File: src/rtl/sba_map.svh
// Purpose: Offsets, field positions, reset values and timing counts of the serial byte access.
// Assumes: System clock of 50 MHz.
// Notes:   Definitions only.
`ifndef SBA_MAP_SVH
`define SBA_MAP_SVH

// ****************************************
// Register offsets
// ****************************************
`define SBA_OFF_DATA 8'hB0
`define SBA_OFF_WORD 8'hB1
`define SBA_OFF_TARGET 8'hB2
`define SBA_OFF_CSR 8'hB3

// ****************************************
// Fields and reset values
// ****************************************
`define SBA_REG_RESET 8'h00
`define SBA_TGT_DIR_BIT 0
`define SBA_CSR_PROT_BIT 7
`define SBA_CSR_BUSY_BIT 5
`define SBA_CSR_TEST_BIT 2
`define SBA_CSR_ERR_BIT 1

// ****************************************
// Timing
// ****************************************
`define SBA_SYS_CLK_HZ 50000000
`define SBA_SCL_NORM_HZ 60000
`define SBA_SCL_FAST_HZ 4000000
// Quarter periods of the serial clock, rounded down so the bus never runs slow
`define SBA_QTR_NORM (`SBA_SYS_CLK_HZ / (4 * `SBA_SCL_NORM_HZ))
`define SBA_QTR_FAST (`SBA_SYS_CLK_HZ / (4 * `SBA_SCL_FAST_HZ))
`define SBA_LAST_BIT 4'h8

`endif

File: src/rtl/sba_pkg.sv
// Purpose: Types of the serial byte access.
// Assumes: Nothing.
// Notes:   Constants live in sba_map.svh.
package sba_pkg;

   typedef enum logic [2:0] {ST_IDLE, ST_START, ST_TX, ST_RX, ST_STOP} sba_state_t;

   typedef enum logic [1:0] {BY_ADDR, BY_WORD, BY_DATA, BY_RADDR} sba_byte_t;

endpackage

File: src/rtl/sba_tick_gen.sv
// Purpose: Quarter-period tick for the serial clock.
// Assumes: run is synchronous to clk.
// Notes:   Counter restarts whenever run drops, so the first quarter is full length.
`timescale 1ns/1ps
`default_nettype none

module sba_tick_gen #(
   parameter int unsigned QTR_NORM = 208,
   parameter int unsigned QTR_FAST = 3
) (
   // Clock and reset
   input wire logic clk,
   input wire logic rst,
   // Control
   input wire logic run,
   input wire logic fast,
   // Tick
   output logic tick
);

   localparam logic [15:0] LIM_NORM = 16'(QTR_NORM - 1);
   localparam logic [15:0] LIM_FAST = 16'(QTR_FAST - 1);

   initial begin
      if (QTR_NORM < 2 || QTR_NORM > 65536 || QTR_FAST < 1 || QTR_FAST > QTR_NORM) begin
         $error("sba_tick_gen: quarter counts out of range");
      end
   end

   logic [15:0] cnt;
   logic [15:0] next_cnt;
   logic next_tick;

   always_comb begin
      next_cnt = cnt + 16'h0001;
      next_tick = 1'b0;
      if (!run) begin
         next_cnt = 16'h0000;
      end else if (cnt >= (fast ? LIM_FAST : LIM_NORM)) begin
         next_cnt = 16'h0000;
         next_tick = 1'b1;
      end
   end

   always_ff @(posedge clk or posedge rst) begin
      if (rst) begin
         cnt <= 16'h0000;
         tick <= 1'b0;
      end else begin
         cnt <= next_cnt;
         tick <= next_tick;
      end
   end

endmodule

`default_nettype wire

File: src/rtl/sba_serial_byte_access.sv
// Purpose: Software-launched single-byte two-wire master access behind byte config registers.
// Assumes: RST is the fundamental reset; SCL and SDA are open drain with external pull-ups.
// Notes:   One byte per launch; launches while busy start nothing but still load the target register.
//
// How it works
// - An 8-bit data register holds the byte to send or the byte received.
// - A read deposits the received byte; valid once the busy flag clears.
// - An 8-bit word-address register selects the location inside the target.
// - A write to the target register while idle launches one serial transaction.
// - Target bits 7:1 hold the 7-bit device address, reset zero.
// - Target bit 0 picks direction: zero writes one byte, one reads.
// - Data, word and target registers clear only on the fundamental reset.
// - Busy flag reads one while a launched cycle runs, else zero.
// - Address-phase select zero sends device and word address; one sends device only.
// - A transfer error sets an error flag that a status read clears.
// - Serial clock near 60 kHz normally, near 4 MHz with the test bit.
`timescale 1ns/1ps
`default_nettype none
`include "sba_map.svh"

module sba_serial_byte_access #(
   parameter int unsigned QTR_NORM = `SBA_QTR_NORM,
   parameter int unsigned QTR_FAST = `SBA_QTR_FAST
) (
   // Clock and reset
   input wire logic SYS_CLK,
   input wire logic RST,
   // Config register port
   input wire logic [7:0] CFG_ADDR,
   input wire logic CFG_WR,
   input wire logic CFG_RD,
   input wire logic [7:0] CFG_WDATA,
   output logic [7:0] CFG_RDATA,
   // Serial clock pin
   input wire logic SCL_IN,
   output logic SCL_OUT,
   output logic SCL_OE,
   // Serial data pin
   input wire logic SDA_IN,
   output logic SDA_OUT,
   output logic SDA_OE
);
   import sba_pkg::*;

   // ****************************************
   // State
   // ****************************************
   sba_state_t state, next_state;
   sba_byte_t sel, next_sel;
   logic [1:0] phase, next_phase;
   logic [3:0] bit_cnt, next_bit_cnt;
   logic [7:0] shift, next_shift;
   logic [7:0] serial_byte_buffer, next_serial_byte_buffer;
   logic [7:0] serial_word_location, next_serial_word_location;
   logic [7:0] serial_target_and_direction, next_serial_target_and_direction;
   logic address_phase_select, next_address_phase_select;
   logic fast_clock_test, next_fast_clock_test;
   logic request_in_flight, next_request_in_flight;
   logic transfer_error_flag, next_transfer_error_flag;
   logic nack, next_nack;
   logic [7:0] rdata, next_rdata;
   logic scl_drive, next_scl_drive;
   logic sda_drive, next_sda_drive;
   logic scl_meta, scl_sync, sda_meta, sda_sync;
   logic tick;

   // ****************************************
   // Helpers
   // ****************************************
   function automatic logic [7:0] csr_value(input logic prot, input logic busy,
                                            input logic test, input logic err);
      logic [7:0] v;
      v = 8'h00;
      v[`SBA_CSR_PROT_BIT] = prot;
      v[`SBA_CSR_BUSY_BIT] = busy;
      v[`SBA_CSR_TEST_BIT] = test;
      v[`SBA_CSR_ERR_BIT] = err;
      return v;
   endfunction

   sba_tick_gen #(
      .QTR_NORM(QTR_NORM),
      .QTR_FAST(QTR_FAST)
   ) u_tick (
      .clk(SYS_CLK),
      .rst(RST),
      .run(request_in_flight),
      .fast(fast_clock_test),
      .tick(tick)
   );

   // ****************************************
   // Next-state logic
   // ****************************************
   always_comb begin
      next_state = state;
      next_sel = sel;
      next_phase = phase;
      next_bit_cnt = bit_cnt;
      next_shift = shift;
      next_serial_byte_buffer = serial_byte_buffer;
      next_serial_word_location = serial_word_location;
      next_serial_target_and_direction = serial_target_and_direction;
      next_address_phase_select = address_phase_select;
      next_fast_clock_test = fast_clock_test;
      next_request_in_flight = request_in_flight;
      next_transfer_error_flag = transfer_error_flag;
      next_nack = nack;
      next_rdata = rdata;
      next_scl_drive = scl_drive;
      next_sda_drive = sda_drive;

      // Register reads
      if (CFG_RD) begin
         case (CFG_ADDR)
            `SBA_OFF_DATA: next_rdata = serial_byte_buffer;
            `SBA_OFF_WORD: next_rdata = serial_word_location;
            `SBA_OFF_TARGET: next_rdata = serial_target_and_direction;
            `SBA_OFF_CSR: begin
               next_rdata = csr_value(address_phase_select, request_in_flight,
                                      fast_clock_test, transfer_error_flag);
               next_transfer_error_flag = 1'b0;
            end
            default: next_rdata = 8'h00;
         endcase
      end

      // Register writes
      if (CFG_WR) begin
         case (CFG_ADDR)
            `SBA_OFF_DATA: next_serial_byte_buffer = CFG_WDATA;
            `SBA_OFF_WORD: next_serial_word_location = CFG_WDATA;
            `SBA_OFF_TARGET: begin
               next_serial_target_and_direction = CFG_WDATA;
               // Relaunch while busy would corrupt the frame, so it is dropped
               if (!request_in_flight) begin
                  next_request_in_flight = 1'b1;
                  next_state = ST_START;
                  next_sel = BY_ADDR;
                  next_phase = 2'h0;
               end
            end
            `SBA_OFF_CSR: begin
               next_address_phase_select = CFG_WDATA[`SBA_CSR_PROT_BIT];
               next_fast_clock_test = CFG_WDATA[`SBA_CSR_TEST_BIT];
            end
            default: ;
         endcase
      end

      // Bit engine, one action per quarter; a slave holding SCL low stretches it
      if (tick && state != ST_IDLE && !(phase == 2'h2 && !scl_sync)) begin
         next_phase = phase + 2'h1;
         case (state)
            ST_START: begin
               case (phase)
                  2'h0: next_sda_drive = 1'b0;
                  2'h1: next_scl_drive = 1'b0;
                  2'h2: next_sda_drive = 1'b1;
                  default: begin
                     next_scl_drive = 1'b1;
                     next_state = ST_TX;
                     next_bit_cnt = 4'h0;
                     // First address byte carries write unless only the device address is sent for a read
                     next_shift = {serial_target_and_direction[7:1],
                                   (sel == BY_RADDR) ? 1'b1 :
                                   (serial_target_and_direction[`SBA_TGT_DIR_BIT] &
                                    address_phase_select)};
                  end
               endcase
            end
            ST_TX: begin
               case (phase)
                  2'h0: begin
                     next_scl_drive = 1'b1;
                     next_sda_drive = (bit_cnt == `SBA_LAST_BIT) ? 1'b0 : ~shift[7];
                  end
                  2'h1: next_scl_drive = 1'b0;
                  2'h2: next_nack = sda_sync;
                  default: begin
                     next_scl_drive = 1'b1;
                     if (bit_cnt != `SBA_LAST_BIT) begin
                        next_bit_cnt = bit_cnt + 4'h1;
                        next_shift = {shift[6:0], 1'b0};
                     end else if (nack) begin
                        next_transfer_error_flag = 1'b1;
                        next_state = ST_STOP;
                     end else begin
                        next_bit_cnt = 4'h0;
                        case (sel)
                           BY_ADDR: begin
                              if (address_phase_select) begin
                                 if (serial_target_and_direction[`SBA_TGT_DIR_BIT]) begin
                                    next_state = ST_RX;
                                 end else begin
                                    next_sel = BY_DATA;
                                    next_shift = serial_byte_buffer;
                                 end
                              end else begin
                                 next_sel = BY_WORD;
                                 next_shift = serial_word_location;
                              end
                           end
                           BY_WORD: begin
                              if (serial_target_and_direction[`SBA_TGT_DIR_BIT]) begin
                                 next_sel = BY_RADDR;
                                 next_state = ST_START;
                              end else begin
                                 next_sel = BY_DATA;
                                 next_shift = serial_byte_buffer;
                              end
                           end
                           BY_RADDR: next_state = ST_RX;
                           default: next_state = ST_STOP;
                        endcase
                     end
                  end
               endcase
            end
            ST_RX: begin
               case (phase)
                  2'h0: begin
                     next_scl_drive = 1'b1;
                     // Bits and the closing not-acknowledge all leave SDA released
                     next_sda_drive = 1'b0;
                  end
                  2'h1: next_scl_drive = 1'b0;
                  2'h2: begin
                     if (bit_cnt != `SBA_LAST_BIT) begin
                        next_shift = {shift[6:0], sda_sync};
                     end
                  end
                  default: begin
                     next_scl_drive = 1'b1;
                     if (bit_cnt != `SBA_LAST_BIT) begin
                        next_bit_cnt = bit_cnt + 4'h1;
                     end else begin
                        next_serial_byte_buffer = shift;
                        next_state = ST_STOP;
                     end
                  end
               endcase
            end
            ST_STOP: begin
               case (phase)
                  2'h0: begin
                     next_scl_drive = 1'b1;
                     next_sda_drive = 1'b1;
                  end
                  2'h1: next_scl_drive = 1'b0;
                  2'h2: next_sda_drive = 1'b0;
                  default: begin
                     next_state = ST_IDLE;
                     next_request_in_flight = 1'b0;
                  end
               endcase
            end
            default: next_state = ST_IDLE;
         endcase
      end
   end

   // ****************************************
   // Registers
   // ****************************************
   always_ff @(posedge SYS_CLK or posedge RST) begin
      if (RST) begin
         state <= ST_IDLE;
         sel <= BY_ADDR;
         phase <= 2'h0;
         bit_cnt <= 4'h0;
         shift <= `SBA_REG_RESET;
         serial_byte_buffer <= `SBA_REG_RESET;
         serial_word_location <= `SBA_REG_RESET;
         serial_target_and_direction <= `SBA_REG_RESET;
         address_phase_select <= 1'b0;
         fast_clock_test <= 1'b0;
         request_in_flight <= 1'b0;
         transfer_error_flag <= 1'b0;
         nack <= 1'b0;
         rdata <= `SBA_REG_RESET;
         scl_drive <= 1'b0;
         sda_drive <= 1'b0;
         scl_meta <= 1'b1;
         scl_sync <= 1'b1;
         sda_meta <= 1'b1;
         sda_sync <= 1'b1;
      end else begin
         state <= next_state;
         sel <= next_sel;
         phase <= next_phase;
         bit_cnt <= next_bit_cnt;
         shift <= next_shift;
         serial_byte_buffer <= next_serial_byte_buffer;
         serial_word_location <= next_serial_word_location;
         serial_target_and_direction <= next_serial_target_and_direction;
         address_phase_select <= next_address_phase_select;
         fast_clock_test <= next_fast_clock_test;
         request_in_flight <= next_request_in_flight;
         transfer_error_flag <= next_transfer_error_flag;
         nack <= next_nack;
         rdata <= next_rdata;
         scl_drive <= next_scl_drive;
         sda_drive <= next_sda_drive;
         scl_meta <= SCL_IN;
         scl_sync <= scl_meta;
         sda_meta <= SDA_IN;
         sda_sync <= sda_meta;
      end
   end

   // Open drain: the pins are only ever pulled low
   assign CFG_RDATA = rdata;
   assign SCL_OE = scl_drive;
   assign SDA_OE = sda_drive;
   assign SCL_OUT = 1'b0;
   assign SDA_OUT = 1'b0;

endmodule

`default_nettype wire

File: config.mk
export PLATFORM = sky130hd
export DESIGN_NAME = sba_serial_byte_access
export DESIGN_NICKNAME = d
export VERILOG_FILES = /design/src/rtl/sba_pkg.sv /design/src/rtl/sba_tick_gen.sv /design/src/rtl/sba_serial_byte_access.sv
export VERILOG_INCLUDE_DIRS = /design/src /design/src/rtl
export SDC_FILE = /design/constraint.sdc
export NUM_CORES = 1
export LEC_CHECK = 0
export ABC_AREA = 1
export BUFFER_PORTS_ARGS = -buffer_cell sky130_fd_sc_hd__buf_4
export CORE_UTILIZATION = 61
export CTS_CLUSTER_SIZE = 28
export DETAILED_ROUTE_END_ITERATION = 7
export PLACE_DENSITY = 0.81
export SETUP_SLACK_MARGIN = 0.1
export SYNTH_ARGS = -nofsm -noshare
export SYNTH_HDL_FRONTEND = slang
export SYNTH_SLANG_ARGS = --single-unit
File: constraint.sdc
create_clock -name SYS_CLK -period 2.9 [get_ports SYS_CLK]
set_clock_uncertainty 0.05 [all_clocks]
set_input_delay 0.29 -clock SYS_CLK [delete_from_list [all_inputs] [get_ports SYS_CLK]]
set_output_delay 0.29 -clock SYS_CLK [all_outputs]
set_load 0.005 [all_outputs]
==> impl_metrics.xml, run 1 <==
<?xml version="1.0" encoding="UTF-8"?>
<metrics>
  <group name="status">
    <metric name="outcome" unit="">completed</metric>
  </group>
  <group name="setup_path">
    <metric name="worst_r2r_path_depth" unit="">8</metric>
    <metric name="worst-path-max-fanout" unit="">11</metric>
    <metric name="reg2reg_from" unit="">phase[0]</metric>
    <metric name="worst_ep_required_time" unit="ps">3100</metric>
    <metric name="critPathKind" unit="">reg -&gt; reg</metric>
    <metric name="cp_data_arrival_time" unit="ps">2350</metric>
    <metric name="ff2ff_setup_slack" unit="ps">750</metric>
    <metric name="start_kind" unit="">flip-flop</metric>
    <metric name="critPathCaptureType" unit="">flip-flop</metric>
    <metric name="rr_endpoint" unit="">serial_byte_buffer[4]</metric>
  </group>
  <group name="power_and_ir_drop">
    <metric name="share_clk_of_total_power" unit="%">25.9</metric>
    <metric name="peakVddDrop" unit="mV">0.413</metric>
    <metric name="p_sw" unit="mW">1.40</metric>
    <metric name="comb_power_share" unit="%">33.1</metric>
    <metric name="sw_ratio" unit="%">41.1</metric>
    <metric name="totalPowerFinal" unit="mW">3.39</metric>
    <metric name="power_density" unit="nW/µm²">656</metric>
    <metric name="power.share.sequential" unit="%">41.1</metric>
    <metric name="static-leakage-power" unit="nW">2.61</metric>
    <metric name="power_report.internal_total" unit="mW">2.00</metric>
  </group>
  <group name="floorplanning">
    <metric name="die-height" unit="µm">89.0</metric>
    <metric name="floorplan.io_pins" unit="">34</metric>
    <metric name="core" unit="µm²">7290</metric>
    <metric name="floorplan.initialDensity" unit="%">63.3</metric>
    <metric name="num_rows" unit="">31</metric>
    <metric name="floorplan.die_area" unit="µm²">7920</metric>
    <metric name="die_w" unit="µm">89.0</metric>
  </group>
  <group name="synthesis">
    <metric name="synth_sequential_area_ratio" unit="%">42.9</metric>
    <metric name="syn_area" unit="µm²">4620</metric>
    <metric name="number_of_instances_in_the_synthesized_netlist" unit="">617</metric>
    <metric name="synthesis.area_per_instance" unit="µm²">7.48</metric>
    <metric name="synth-warning-count" unit="">0</metric>
    <metric name="synth_cell_type_count" unit="">35</metric>
    <metric name="synth.ff_latch_count" unit="">79</metric>
  </group>
  <group name="drt">
    <metric name="drt-pass1-iter-count" unit="">6</metric>
    <metric name="postRouteWirelength" unit="µm">10900</metric>
    <metric name="initialDrtViolationCount" unit="">440</metric>
    <metric name="via_count" unit="">4258</metric>
    <metric name="post_dr_vias_cell" unit="">5.58</metric>
    <metric name="antenna_left" unit="">0</metric>
    <metric name="detail_route.wl_per_cell" unit="µm">14.3</metric>
    <metric name="drc" unit="">0</metric>
  </group>
  <group name="global_routing">
    <metric name="antenna_violations_before_repair" unit="">0</metric>
    <metric name="grt_util_all_layers" unit="%">30.6</metric>
    <metric name="grt-ovfl-total" unit="">0</metric>
    <metric name="grt_first_pass_wirelength" unit="µm">18500</metric>
    <metric name="grt_max_degree" unit="">50</metric>
    <metric name="grt_pass1_vias" unit="">3952</metric>
  </group>
  <group name="finish">
    <metric name="most_common_cell_after_layout_fill_and_taps_aside" unit="">sky130_fd_sc_hd__nand2_1</metric>
    <metric name="layout-drive-gt1-share" unit="%">16.0</metric>
    <metric name="area_delta_synth_final" unit="%">12.0</metric>
    <metric name="final_core_utilization" unit="%">70.9</metric>
    <metric name="finalNetCount" unit="">693</metric>
    <metric name="stdcell_count" unit="">763</metric>
    <metric name="filler_cell_count" unit="">627</metric>
    <metric name="finalInstanceArea" unit="µm²">5170</metric>
    <metric name="most_used_cells_in_the_layout_excluding_fill_and_tap_cells" unit="">sky130_fd_sc_hd__nand2_1 (211), sky130_fd_sc_hd__dfrtp_1 (75), sky130_fd_sc_hd__nand3_1 (73)</metric>
    <metric name="number_of_diodes" unit="">0</metric>
  </group>
  <group name="sta">
    <metric name="report.final.hold_viol_count" unit="">0</metric>
    <metric name="layout_setup_ws" unit="ps">750</metric>
    <metric name="sum_of_negative_setup_slack" unit="ps">0</metric>
    <metric name="max_slew_margin" unit="%">43.9</metric>
    <metric name="endpoints_failing_setup" unit="">0</metric>
    <metric name="grt_setup_unrepaired" unit="">false</metric>
    <metric name="fin_worst_hold_slack" unit="ps">22.4</metric>
    <metric name="drv_slew" unit="">0</metric>
    <metric name="max_freq" unit="GHz">0.465</metric>
    <metric name="timing_worst_slew_pin_value" unit="ps">841</metric>
    <metric name="final_worst_path_period_share" unit="%">74.2</metric>
    <metric name="final_critical_path_required_period" unit="ps">2150</metric>
  </group>
  <group name="hold_path">
    <metric name="timing.hold.worst.class" unit="">in -&gt; async</metric>
  </group>
  <group name="placed_design">
    <metric name="numPortBuffers" unit="">31</metric>
    <metric name="routabilityCongestion" unit="">0.938</metric>
    <metric name="post_dp_cell_area" unit="µm²">4940</metric>
    <metric name="dp.cells" unit="">745</metric>
    <metric name="placement.setup.worst_slack" unit="ps">792</metric>
    <metric name="detailed_place_hpwl" unit="µm">7970</metric>
  </group>
  <group name="clocking">
    <metric name="clock-sinks" unit="">79</metric>
    <metric name="cts_root_buffer" unit="">sky130_fd_sc_hd__clkbuf_8</metric>
    <metric name="clk_transition_reported_paths" unit="ps">90</metric>
    <metric name="cts-buffers-inserted" unit="">9</metric>
    <metric name="clock_tree_from_tritoncts" unit="">yes</metric>
    <metric name="htreeDepth" unit="">3</metric>
    <metric name="clock_tree.buffer_depth" unit="">2</metric>
    <metric name="clock_latency" unit="ps">360</metric>
  </group>
  <group name="run">
    <metric name="max-cap-violations" unit="">0</metric>
  </group>
</metrics>
## worst max-delay path by stage
stage / start / to / depth (start not counted)
final: phase[0] / serial_byte_buffer[4] / 8
after global routing: phase[0] / serial_byte_buffer[3] / 8
after CTS: phase[0] / serial_byte_buffer[3] / 8
after detailed placement: phase[0] / serial_byte_buffer[3] / 8
after global placement: phase[0] / serial_byte_buffer[4] / 8
after floorplan: RST / CFG_RDATA[0] / 1
## critical path: stages, from the launching register on
cell and delay (ps):
sky130_fd_sc_hd__dfrtp_1 420, sky130_fd_sc_hd__inv_1 80, sky130_fd_sc_hd__ha_1 240, sky130_fd_sc_hd__a21oi_1 410
sky130_fd_sc_hd__nand4_1 220, sky130_fd_sc_hd__inv_2 210, sky130_fd_sc_hd__nand2_1 210, sky130_fd_sc_hd__nand2_1 150
sky130_fd_sc_hd__nand2_1 60
## cell usage after synthesis (all sizes together)
cell type | number | area, µm²
a21oi | 9 | 60.1
inv | 59 | 221
o31ai | 1 | 7.51
o22ai | 1 | 6.26
o21ai | 51 | 259
clkinv | 2 | 8.75
buf | 10 | 71.3
xnor2 | 2 | 17.5
nor2 | 62 | 329
nand3b | 3 | 22.5
conb | 1 | 3.75
clkbuf | 2 | 7.51
ha | 12 | 150
nand4 | 10 | 62.6
nand3 | 78 | 430
dfstp | 4 | 105
nand2 | 228 | 918
nor3 | 1 | 5.00
dfrtp | 75 | 1880
xor2 | 6 | 52.6
## state kept, by name (all words and copies together), names as in the netlist, 2 cells and up
| signal | cells |
|---|---|
| sel | 2 |
| serial_target_and_direction | 8 |
| bit_cnt | 4 |
| shift | 8 |
| u_tick.cnt | 16 |
| serial_byte_buffer | 8 |
| CFG_RDATA | 8 |
| state | 3 |
| phase | 2 |
| serial_word_location | 8 |
## cell families after synthesis
group           count (synthesis)  share of synthesized area (%)
xor+xnor                        8                           1.52
fa+ha+maj                      12                           3.25
compound gates                 62                           7.21
flops                          79                           42.9
simple gates                  382                           38.3
other cells                     1                         0.0812
buf+inv                        73                           6.70
## final cells by class
cell class                      count  area [µm²]  area share (%)
Clock buffer                        9         124            2.40
Clock inverter                      7        86.3            1.67
Inverter                           61         231            4.48
Multi-Input combinational cell    473        2350            45.5
Sequential cell                    79        1980            38.3
Tap cell                           99         124            2.40
Timing Repair Buffer               35         268            5.18
## timing repair
item / in CTS / in global routing
hold buffers: 2 / 0
hold endpoints to repair: 2 / 0
resized for setup: 0 / 0
buffers inserted: 0 / 0
## metal layers
layer  part of all wire, %  global-route usage (%)  vias up
met5                     0                       0        -
met2                    47                    48.9      195
li1                      -                       -     2055
met3                   7.1                    6.09       27
met1                    43                    42.0     1981
met4                   2.6                    10.2        0
## power by group through the flow
stage | clock network [mW] | registers, mW | logic [mW]
2_1_floorplan | 0 | 1.33 | 0.926
3_3_place_gp | 0 | 1.40 | 1.08
3_5_place_dp | 0 | 1.41 | 1.10
4_1_cts | 0.890 | 1.39 | 1.11
5_1_grt | 0.942 | 1.41 | 1.26
6_report | 0.877 | 1.39 | 1.12
No activity file was read; power rests on OpenSTA's default activity.
==> run 2: changes to the inputs <==
- ABC_AREA: 1 -> 0
- CORE_UTILIZATION: 61 -> 60
- PLACE_DENSITY: 0.81 -> 0.8
- clock period: 2.9 -> 2.1 ns (I/O delays scaled with it)
==> impl_metrics.xml, run 2 <==
<?xml version="1.0" encoding="UTF-8"?>
<metrics>
  <group name="status">
    <metric name="outcome" unit="">completed</metric>
  </group>
  <group name="clocking">
    <metric name="clk_transition_reported_paths" unit="ps">80</metric>
    <metric name="clock_tree.buffer_depth" unit="">2</metric>
    <metric name="htreeDepth" unit="">3</metric>
    <metric name="clock_tree_from_tritoncts" unit="">yes</metric>
    <metric name="clock_latency" unit="ps">360</metric>
    <metric name="cts-buffers-inserted" unit="">9</metric>
    <metric name="clock-sinks" unit="">79</metric>
    <metric name="cts_root_buffer" unit="">sky130_fd_sc_hd__clkbuf_8</metric>
  </group>
  <group name="setup_path">
    <metric name="critPathKind" unit="">reg -&gt; reg</metric>
    <metric name="critical_path.max_stage_delay" unit="ps">380</metric>
    <metric name="worst-path-max-fanout" unit="">3</metric>
    <metric name="crit_path_slowest_cell" unit="">sky130_fd_sc_hd__dfrtp_1</metric>
    <metric name="critical_path.cell_chain" unit="">inv_1 -&gt; ha_1 -&gt; nand2b_4 -&gt; a31o_4 -&gt; a2111oi_4 -&gt; buf_4 -&gt; nor2_2 -&gt; o21a_1</metric>
    <metric name="worst_ep_required_time" unit="ps">2300</metric>
    <metric name="start_kind" unit="">flip-flop</metric>
    <metric name="cp_data_arrival_time" unit="ps">2170</metric>
    <metric name="critPathCaptureType" unit="">flip-flop</metric>
  </group>
  <group name="sta">
    <metric name="max_freq" unit="GHz">0.508</metric>
    <metric name="grt_setup_unrepaired" unit="">true</metric>
    <metric name="report.final.hold_viol_count" unit="">0</metric>
    <metric name="drv_slew" unit="">0</metric>
    <metric name="final_critical_path_required_period" unit="ps">1970</metric>
    <metric name="final_worst_path_period_share" unit="%">93.7</metric>
    <metric name="timing_worst_slew_pin_value" unit="ps">557</metric>
    <metric name="endpoints_failing_setup" unit="">0</metric>
    <metric name="sum_of_negative_setup_slack" unit="ps">0</metric>
    <metric name="max_slew_margin" unit="%">62.9</metric>
    <metric name="fin_worst_hold_slack" unit="ps">48.3</metric>
  </group>
  <group name="finish">
    <metric name="final_core_utilization" unit="%">75.0</metric>
    <metric name="layout-drive-gt1-share" unit="%">31.6</metric>
    <metric name="area_delta_synth_final" unit="%">20.4</metric>
    <metric name="flip_flop_count_of_the_largest_register_after_layout" unit="">16</metric>
    <metric name="registers.top_by_ff_count" unit="">u_tick.cnt</metric>
    <metric name="finalNetCount" unit="">497</metric>
    <metric name="most_common_cell_after_layout_fill_and_taps_aside" unit="">sky130_fd_sc_hd__dfrtp_1</metric>
    <metric name="filler_cell_count" unit="">464</metric>
    <metric name="finalInstanceArea" unit="µm²">5090</metric>
    <metric name="number_of_diodes" unit="">0</metric>
    <metric name="most_used_cells_in_the_layout_excluding_fill_and_tap_cells" unit="">sky130_fd_sc_hd__dfrtp_1 (73), sky130_fd_sc_hd__buf_4 (55), sky130_fd_sc_hd__nor2_1 (36), sky130_fd_sc_hd__mux2_2 (36), sky130_fd_sc_hd__inv_1 (26)</metric>
  </group>
  <group name="synthesis">
    <metric name="yosys.area_share.xor_xnor" unit="%">1.66</metric>
    <metric name="synth_area_in_compound_gates" unit="%">13.0</metric>
    <metric name="postSynth.topFlopCell" unit="">sky130_fd_sc_hd__dfrtp_1</metric>
    <metric name="synth.ff_latch_count" unit="">79</metric>
    <metric name="synth-edff-count" unit="">0</metric>
    <metric name="synthesis.area_per_instance" unit="µm²">10.5</metric>
    <metric name="post-synth-top-area-cell" unit="">sky130_fd_sc_hd__dfrtp_1</metric>
    <metric name="synth_sequential_area_ratio" unit="%">46.9</metric>
    <metric name="post_synthesis_share_of_cell_area_spent_on_full_adders_half_adders_and_majority_gates" unit="%">3.55</metric>
    <metric name="synth.most_common_cell" unit="">sky130_fd_sc_hd__dfrtp_1</metric>
    <metric name="number_of_instances_in_the_synthesized_netlist" unit="">404</metric>
    <metric name="synth-warning-count" unit="">0</metric>
    <metric name="synth_simple_gate_area_share" unit="%">13.0</metric>
    <metric name="postSynth.asyncResetShare" unit="%">100</metric>
    <metric name="synth.mux.area_fraction" unit="%">16.9</metric>
    <metric name="netlist.area_leader.share" unit="%">44.4</metric>
    <metric name="synth_cell_type_count" unit="">56</metric>
    <metric name="syn_area" unit="µm²">4230</metric>
    <metric name="synth.top_cells.by_area" unit="">sky130_fd_sc_hd__dfrtp_1 (44%), sky130_fd_sc_hd__mux2_2 (9.6%), sky130_fd_sc_hd__mux2i_1 (5.2%)</metric>
    <metric name="synth_top_cells_by_count" unit="">sky130_fd_sc_hd__dfrtp_1 (75), sky130_fd_sc_hd__nor2_1 (38), sky130_fd_sc_hd__mux2_2 (36), sky130_fd_sc_hd__inv_1 (28), sky130_fd_sc_hd__a21oi_1 (25)</metric>
    <metric name="dominant_combinational_cell_family_by_area_after_synthesis" unit="">multiplexers</metric>
  </group>
  <group name="drt">
    <metric name="drc" unit="">0</metric>
    <metric name="antenna_left" unit="">0</metric>
    <metric name="post_dr_vias_cell" unit="">5.88</metric>
    <metric name="initialDrtViolationCount" unit="">276</metric>
    <metric name="drt-pass1-iter-count" unit="">4</metric>
    <metric name="detail_route.wl_per_cell" unit="µm">17.0</metric>
    <metric name="via_count" unit="">3317</metric>
    <metric name="postRouteWirelength" unit="µm">9590</metric>
  </group>
  <group name="power_and_ir_drop">
    <metric name="peakVddDrop" unit="mV">0.531</metric>
    <metric name="power_density" unit="nW/µm²">603</metric>
    <metric name="static-leakage-power" unit="nW">2.31</metric>
    <metric name="totalPowerFinal" unit="mW">3.07</metric>
  </group>
  <group name="floorplanning">
    <metric name="die-height" unit="µm">86.0</metric>
    <metric name="core" unit="µm²">6790</metric>
    <metric name="floorplan.initialDensity" unit="%">62.3</metric>
    <metric name="die_w" unit="µm">86.0</metric>
    <metric name="floorplan.die_area" unit="µm²">7390</metric>
    <metric name="num_rows" unit="">30</metric>
    <metric name="floorplan.io_pins" unit="">34</metric>
  </group>
  <group name="global_routing">
    <metric name="antenna_violations_before_repair" unit="">0</metric>
    <metric name="grt_pass1_vias" unit="">3208</metric>
    <metric name="grt_max_degree" unit="">65</metric>
    <metric name="grt-ovfl-total" unit="">0</metric>
    <metric name="grt_util_all_layers" unit="%">28.2</metric>
    <metric name="grt_first_pass_wirelength" unit="µm">15700</metric>
  </group>
  <group name="run">
    <metric name="max-cap-violations" unit="">0</metric>
  </group>
  <group name="placed_design">
    <metric name="post_dp_cell_area" unit="µm²">4700</metric>
    <metric name="detailed_place_hpwl" unit="µm">6660</metric>
    <metric name="routabilityCongestion" unit="">0.937</metric>
    <metric name="numPortBuffers" unit="">31</metric>
  </group>
  <group name="hold_path">
    <metric name="timing.hold.worst.class" unit="">in -&gt; reg</metric>
  </group>
</metrics>
[run 2: final cells by class]
cell class | instances | area [µm²] | share of cell area, %
Clock buffer | 11 | 141 | 2.78
Clock inverter | 5 | 81.3 | 1.60
Timing Repair Buffer | 60 | 474 | 9.31
Inverter | 28 | 109 | 2.14
Multi-Input combinational cell | 285 | 2180 | 42.9
Tap cell | 96 | 120 | 2.36
Sequential cell | 79 | 1980 | 38.9
[run 2: report_power, final]
part	leakage (nW)	switching [mW]	internal [mW]
Sequential	1.01	0.0294	1.56
Clock	0.110	0.561	0.702
Combinational	1.19	0.107	0.114
Total	2.31	0.698	2.37
[run 2: path summary, 6_finish.rpt]
kind	start	end	slack (ps)	cells after the start
hold / removal	CFG_WDATA[4]	serial_word_location[4]	50	2
setup reg to reg	u_tick.cnt[0]	u_tick.tick	130	8
max in group asynchronous	RST	sda_sync	1010	4
setup / recovery	u_tick.cnt[0]	u_tick.tick	130	8
hold reg to reg	sda_meta	sda_sync	310	0
min in group asynchronous	RST	bit_cnt[2]	340	3
[run 2: cell families (layout without fill, tap and decap cells)]
| kind of cell | Yosys count | after routing |
|---|---|---|
| flops | 79 | 79 |
| simple gates | 107 | 107 |
| xor+xnor | 8 | 8 |
| buf+inv | 49 | 104 |
| fa+ha+maj | 12 | 12 |
| mux | 62 | 62 |
| compound gates | 86 | 87 |
| other cells | 1 | 9 |
[run 2: critical path, delay by kind of cell (launching register included)]
kind | cells | cell delay [ps]
AO/OA/AOI/OAI | 3 | 680
flip-flops | 1 | 380
buffers and inverters | 2 | 250
adder cells (fa/ha/maj) | 1 | 290
AND/OR/NAND/NOR | 2 | 190
[run 2: routing by layer]
metal,up-vias,global-route usage [%],part of all wire (%)
met5,-,0,0
met3,22,5.77,5.1
li1,1552,-,-
met2,111,43.8,48
met4,0,12.1,2.1
met1,1632,38.8,45
[run 2: per-stage QoR]
stage          worst slack, ps  instances
6_report                   132        564
5_1_grt                   69.4        564
4_1_cts                    100        561
3_5_place_dp             -52.2        540
3_3_place_gp               100        540
2_1_floorplan              150        412
[run 2: what timing repair did]
action / 4_1_cts / 5_1_grt
pin swaps: 1 / 8
endpoints found under the setup margin: 18 / 28
buffers inserted: 2 / 2
hold buffers: 3 / 0
gates cloned: 0 / 1
resized for setup: 3 / 23
hold endpoints to repair: 15 / 0
==> run 3: changes to the inputs <==
- BUFFER_PORTS_ARGS: -buffer_cell sky130_fd_sc_hd__buf_4 -> unset
- CORE_UTILIZATION: 60 -> 57
- DONT_BUFFER_PORTS: unset -> 1
- PLACE_DENSITY: 0.8 -> 0.75
- clock period: 2.1 -> 1.7 ns (I/O delays scaled with it)
==> impl_metrics.xml, run 3 (synthesis results as in run 2) <==
<?xml version="1.0" encoding="UTF-8"?>
<metrics>
  <group name="finish">
    <metric name="final_core_utilization" unit="%">83.4</metric>
    <metric name="flip_flop_count_of_the_largest_register_after_layout" unit="">16</metric>
    <metric name="registers.top_by_ff_count" unit="">u_tick.cnt</metric>
    <metric name="number_of_diodes" unit="">0</metric>
    <metric name="layout-drive-gt1-share" unit="%">46.4</metric>
    <metric name="area_delta_synth_final" unit="%">42.3</metric>
    <metric name="finalNetCount" unit="">550</metric>
    <metric name="most_used_cells_in_the_layout_excluding_fill_and_tap_cells" unit="">sky130_fd_sc_hd__dfrtp_1 (73), sky130_fd_sc_hd__buf_4 (66), sky130_fd_sc_hd__buf_6 (28)</metric>
    <metric name="most_common_cell_after_layout_fill_and_taps_aside" unit="">sky130_fd_sc_hd__dfrtp_1</metric>
    <metric name="stdcell_count" unit="">620</metric>
    <metric name="finalInstanceArea" unit="µm²">6020</metric>
  </group>
  <group name="setup_path">
    <metric name="start_kind" unit="">flip-flop</metric>
    <metric name="worst-path-max-fanout" unit="">4</metric>
    <metric name="worst_ep_required_time" unit="ps">1940</metric>
    <metric name="setup.worst_path.start" unit="">fast_clock_test</metric>
    <metric name="critPathCaptureType" unit="">flip-flop</metric>
    <metric name="cell_repeated_most_along_the_worst_path" unit="">sky130_fd_sc_hd__buf_4</metric>
    <metric name="critical_path.max_stage_delay" unit="ps">400</metric>
    <metric name="critical_path.cell_chain" unit="">buf_4 -&gt; buf_4 -&gt; ha_1 -&gt; a211oi_2 -&gt; nand3_2 -&gt; nor2_4 -&gt; o21ai_4 -&gt; nor2_1</metric>
    <metric name="crit_path_slowest_cell" unit="">sky130_fd_sc_hd__dfrtp_1</metric>
    <metric name="reg2reg_from" unit="">fast_clock_test</metric>
    <metric name="ff2ff_setup_slack" unit="ps">-290</metric>
    <metric name="cp_data_arrival_time" unit="ps">2230</metric>
    <metric name="critPathKind" unit="">reg -&gt; reg</metric>
  </group>
  <group name="hold_path">
    <metric name="timing.hold.worst.class" unit="">in -&gt; reg</metric>
    <metric name="worst_hold_startpoint" unit="">CFG_ADDR[0]</metric>
  </group>
  <group name="drt">
    <metric name="drc" unit="">0</metric>
    <metric name="post_dr_vias_cell" unit="">6.67</metric>
    <metric name="drt-pass1-iter-count" unit="">5</metric>
    <metric name="via_count" unit="">4138</metric>
    <metric name="antenna_left" unit="">0</metric>
    <metric name="detail_route.wl_per_cell" unit="µm">24.9</metric>
    <metric name="postRouteWirelength" unit="µm">15500</metric>
    <metric name="initialDrtViolationCount" unit="">596</metric>
  </group>
  <group name="clocking">
    <metric name="clock_tree_from_tritoncts" unit="">yes</metric>
    <metric name="clock_tree.buffer_depth" unit="">2</metric>
    <metric name="cts-buffers-inserted" unit="">9</metric>
    <metric name="htreeDepth" unit="">3</metric>
    <metric name="clock-sinks" unit="">79</metric>
    <metric name="cts_root_buffer" unit="">sky130_fd_sc_hd__clkbuf_8</metric>
    <metric name="clk_transition_reported_paths" unit="ps">90</metric>
    <metric name="clock_latency" unit="ps">370</metric>
  </group>
  <group name="sta">
    <metric name="max_freq" unit="GHz">0.502</metric>
    <metric name="fin_worst_hold_slack" unit="ps">-0.357</metric>
    <metric name="grt_setup_unrepaired" unit="">true</metric>
    <metric name="layout_setup_ws" unit="ps">-293</metric>
    <metric name="final_worst_path_period_share" unit="%">117</metric>
    <metric name="drv_slew" unit="">0</metric>
    <metric name="endpoints_failing_setup" unit="">39</metric>
    <metric name="timing_worst_slew_pin_value" unit="ps">582</metric>
    <metric name="max_slew_margin" unit="%">61.1</metric>
    <metric name="final_critical_path_required_period" unit="ps">1990</metric>
    <metric name="report.final.hold_viol_count" unit="">1</metric>
  </group>
  <group name="global_routing">
    <metric name="antenna_violations_before_repair" unit="">0</metric>
    <metric name="grt-ovfl-total" unit="">0</metric>
    <metric name="grt_pass1_vias" unit="">3974</metric>
    <metric name="grt_util_all_layers" unit="%">35.4</metric>
    <metric name="grt_first_pass_wirelength" unit="µm">20300</metric>
    <metric name="grt_max_degree" unit="">27</metric>
  </group>
  <group name="floorplanning">
    <metric name="floorplan.io_pins" unit="">34</metric>
    <metric name="core" unit="µm²">7210</metric>
    <metric name="die-height" unit="µm">88.2</metric>
    <metric name="floorplan.initialDensity" unit="%">58.6</metric>
    <metric name="num_rows" unit="">31</metric>
    <metric name="floorplan.die_area" unit="µm²">7770</metric>
    <metric name="die_w" unit="µm">88.2</metric>
  </group>
  <group name="status">
    <metric name="failing_checks" unit="">negative hold slack, negative setup slack</metric>
    <metric name="outcome" unit="">finished with violations</metric>
  </group>
  <group name="placed_design">
    <metric name="numPortBuffers" unit="">0</metric>
    <metric name="detailed_place_hpwl" unit="µm">7200</metric>
    <metric name="post_dp_cell_area" unit="µm²">4900</metric>
    <metric name="routabilityCongestion" unit="">0.891</metric>
    <metric name="dp.cells" unit="">555</metric>
  </group>
  <group name="power_and_ir_drop">
    <metric name="power_density" unit="nW/µm²">646</metric>
    <metric name="static-leakage-power" unit="nW">2.73</metric>
    <metric name="peakVddDrop" unit="mV">0.545</metric>
  </group>
  <group name="run">
    <metric name="max-cap-violations" unit="">0</metric>
  </group>
</metrics>
## run 3: layer usage
metal  global-route usage, %  share of wire, %
met1                    43.8                36
met4                    21.0               6.3
met5                       0                 0
met2                    56.2                47
met3                    9.14                11
## run 3: through the flow
step                      hold WS [ps]  power [mW]  setup TNS [ps]  setup slack, ps
after detailed placement          79.8        2.21           -5090             -237
after global routing              2.94        3.98           -8460             -325
after floorplan                    124        2.15           -2740             -190
after global placement            75.3        2.19           -3390             -168
after CTS                       0.0101        3.83           -4130             -237
final                           -0.357        3.89           -7250             -293
## run 3: layout make-up
class	instances	area [µm²]
clock inverter	6	91.3
inverter	28	111
timing repair buffer	112	1030
clock buffer	10	138
tap	99	124
multi-input combinational	286	2540
fill	367	1200
sequential	79	1980
## run 3: critical path: cells and delay by family (launching register included)
| kind | cells | cell delay [ps] |
|---|---|---|
| adders and majority gates | 1 | 330 |
| and+or+nand+nor | 3 | 480 |
| DFF | 1 | 400 |
| AOI/OAI and AO/OA | 2 | 330 |
| buffers and inverters | 2 | 320 |
## run 3: repair_timing
action	4_1_cts	5_1_grt
hold endpoints to repair	55	0
buffers inserted	21	15
endpoints found under the setup margin	38	40
hold buffers	14	0
cloned	2	0
resized for setup	70	48
pin swaps	29	28
## run 3: power by group
group	switching [mW]	total, mW	internal, mW	leakage [nW]
clock	0.763	1.64	0.875	0.117
combinational	0.140	0.281	0.141	1.60
sequential	0.0438	1.97	1.93	1.01
## run 3: worst paths after layout
path,endpoint,cells after the start
min in group asynchronous,u_tick.cnt[12],2
max,u_tick.cnt[2],8
max in group asynchronous,state[0],3
max reg2reg,u_tick.cnt[2],8
min reg2reg,sda_sync,0
min,transfer_error_flag,2
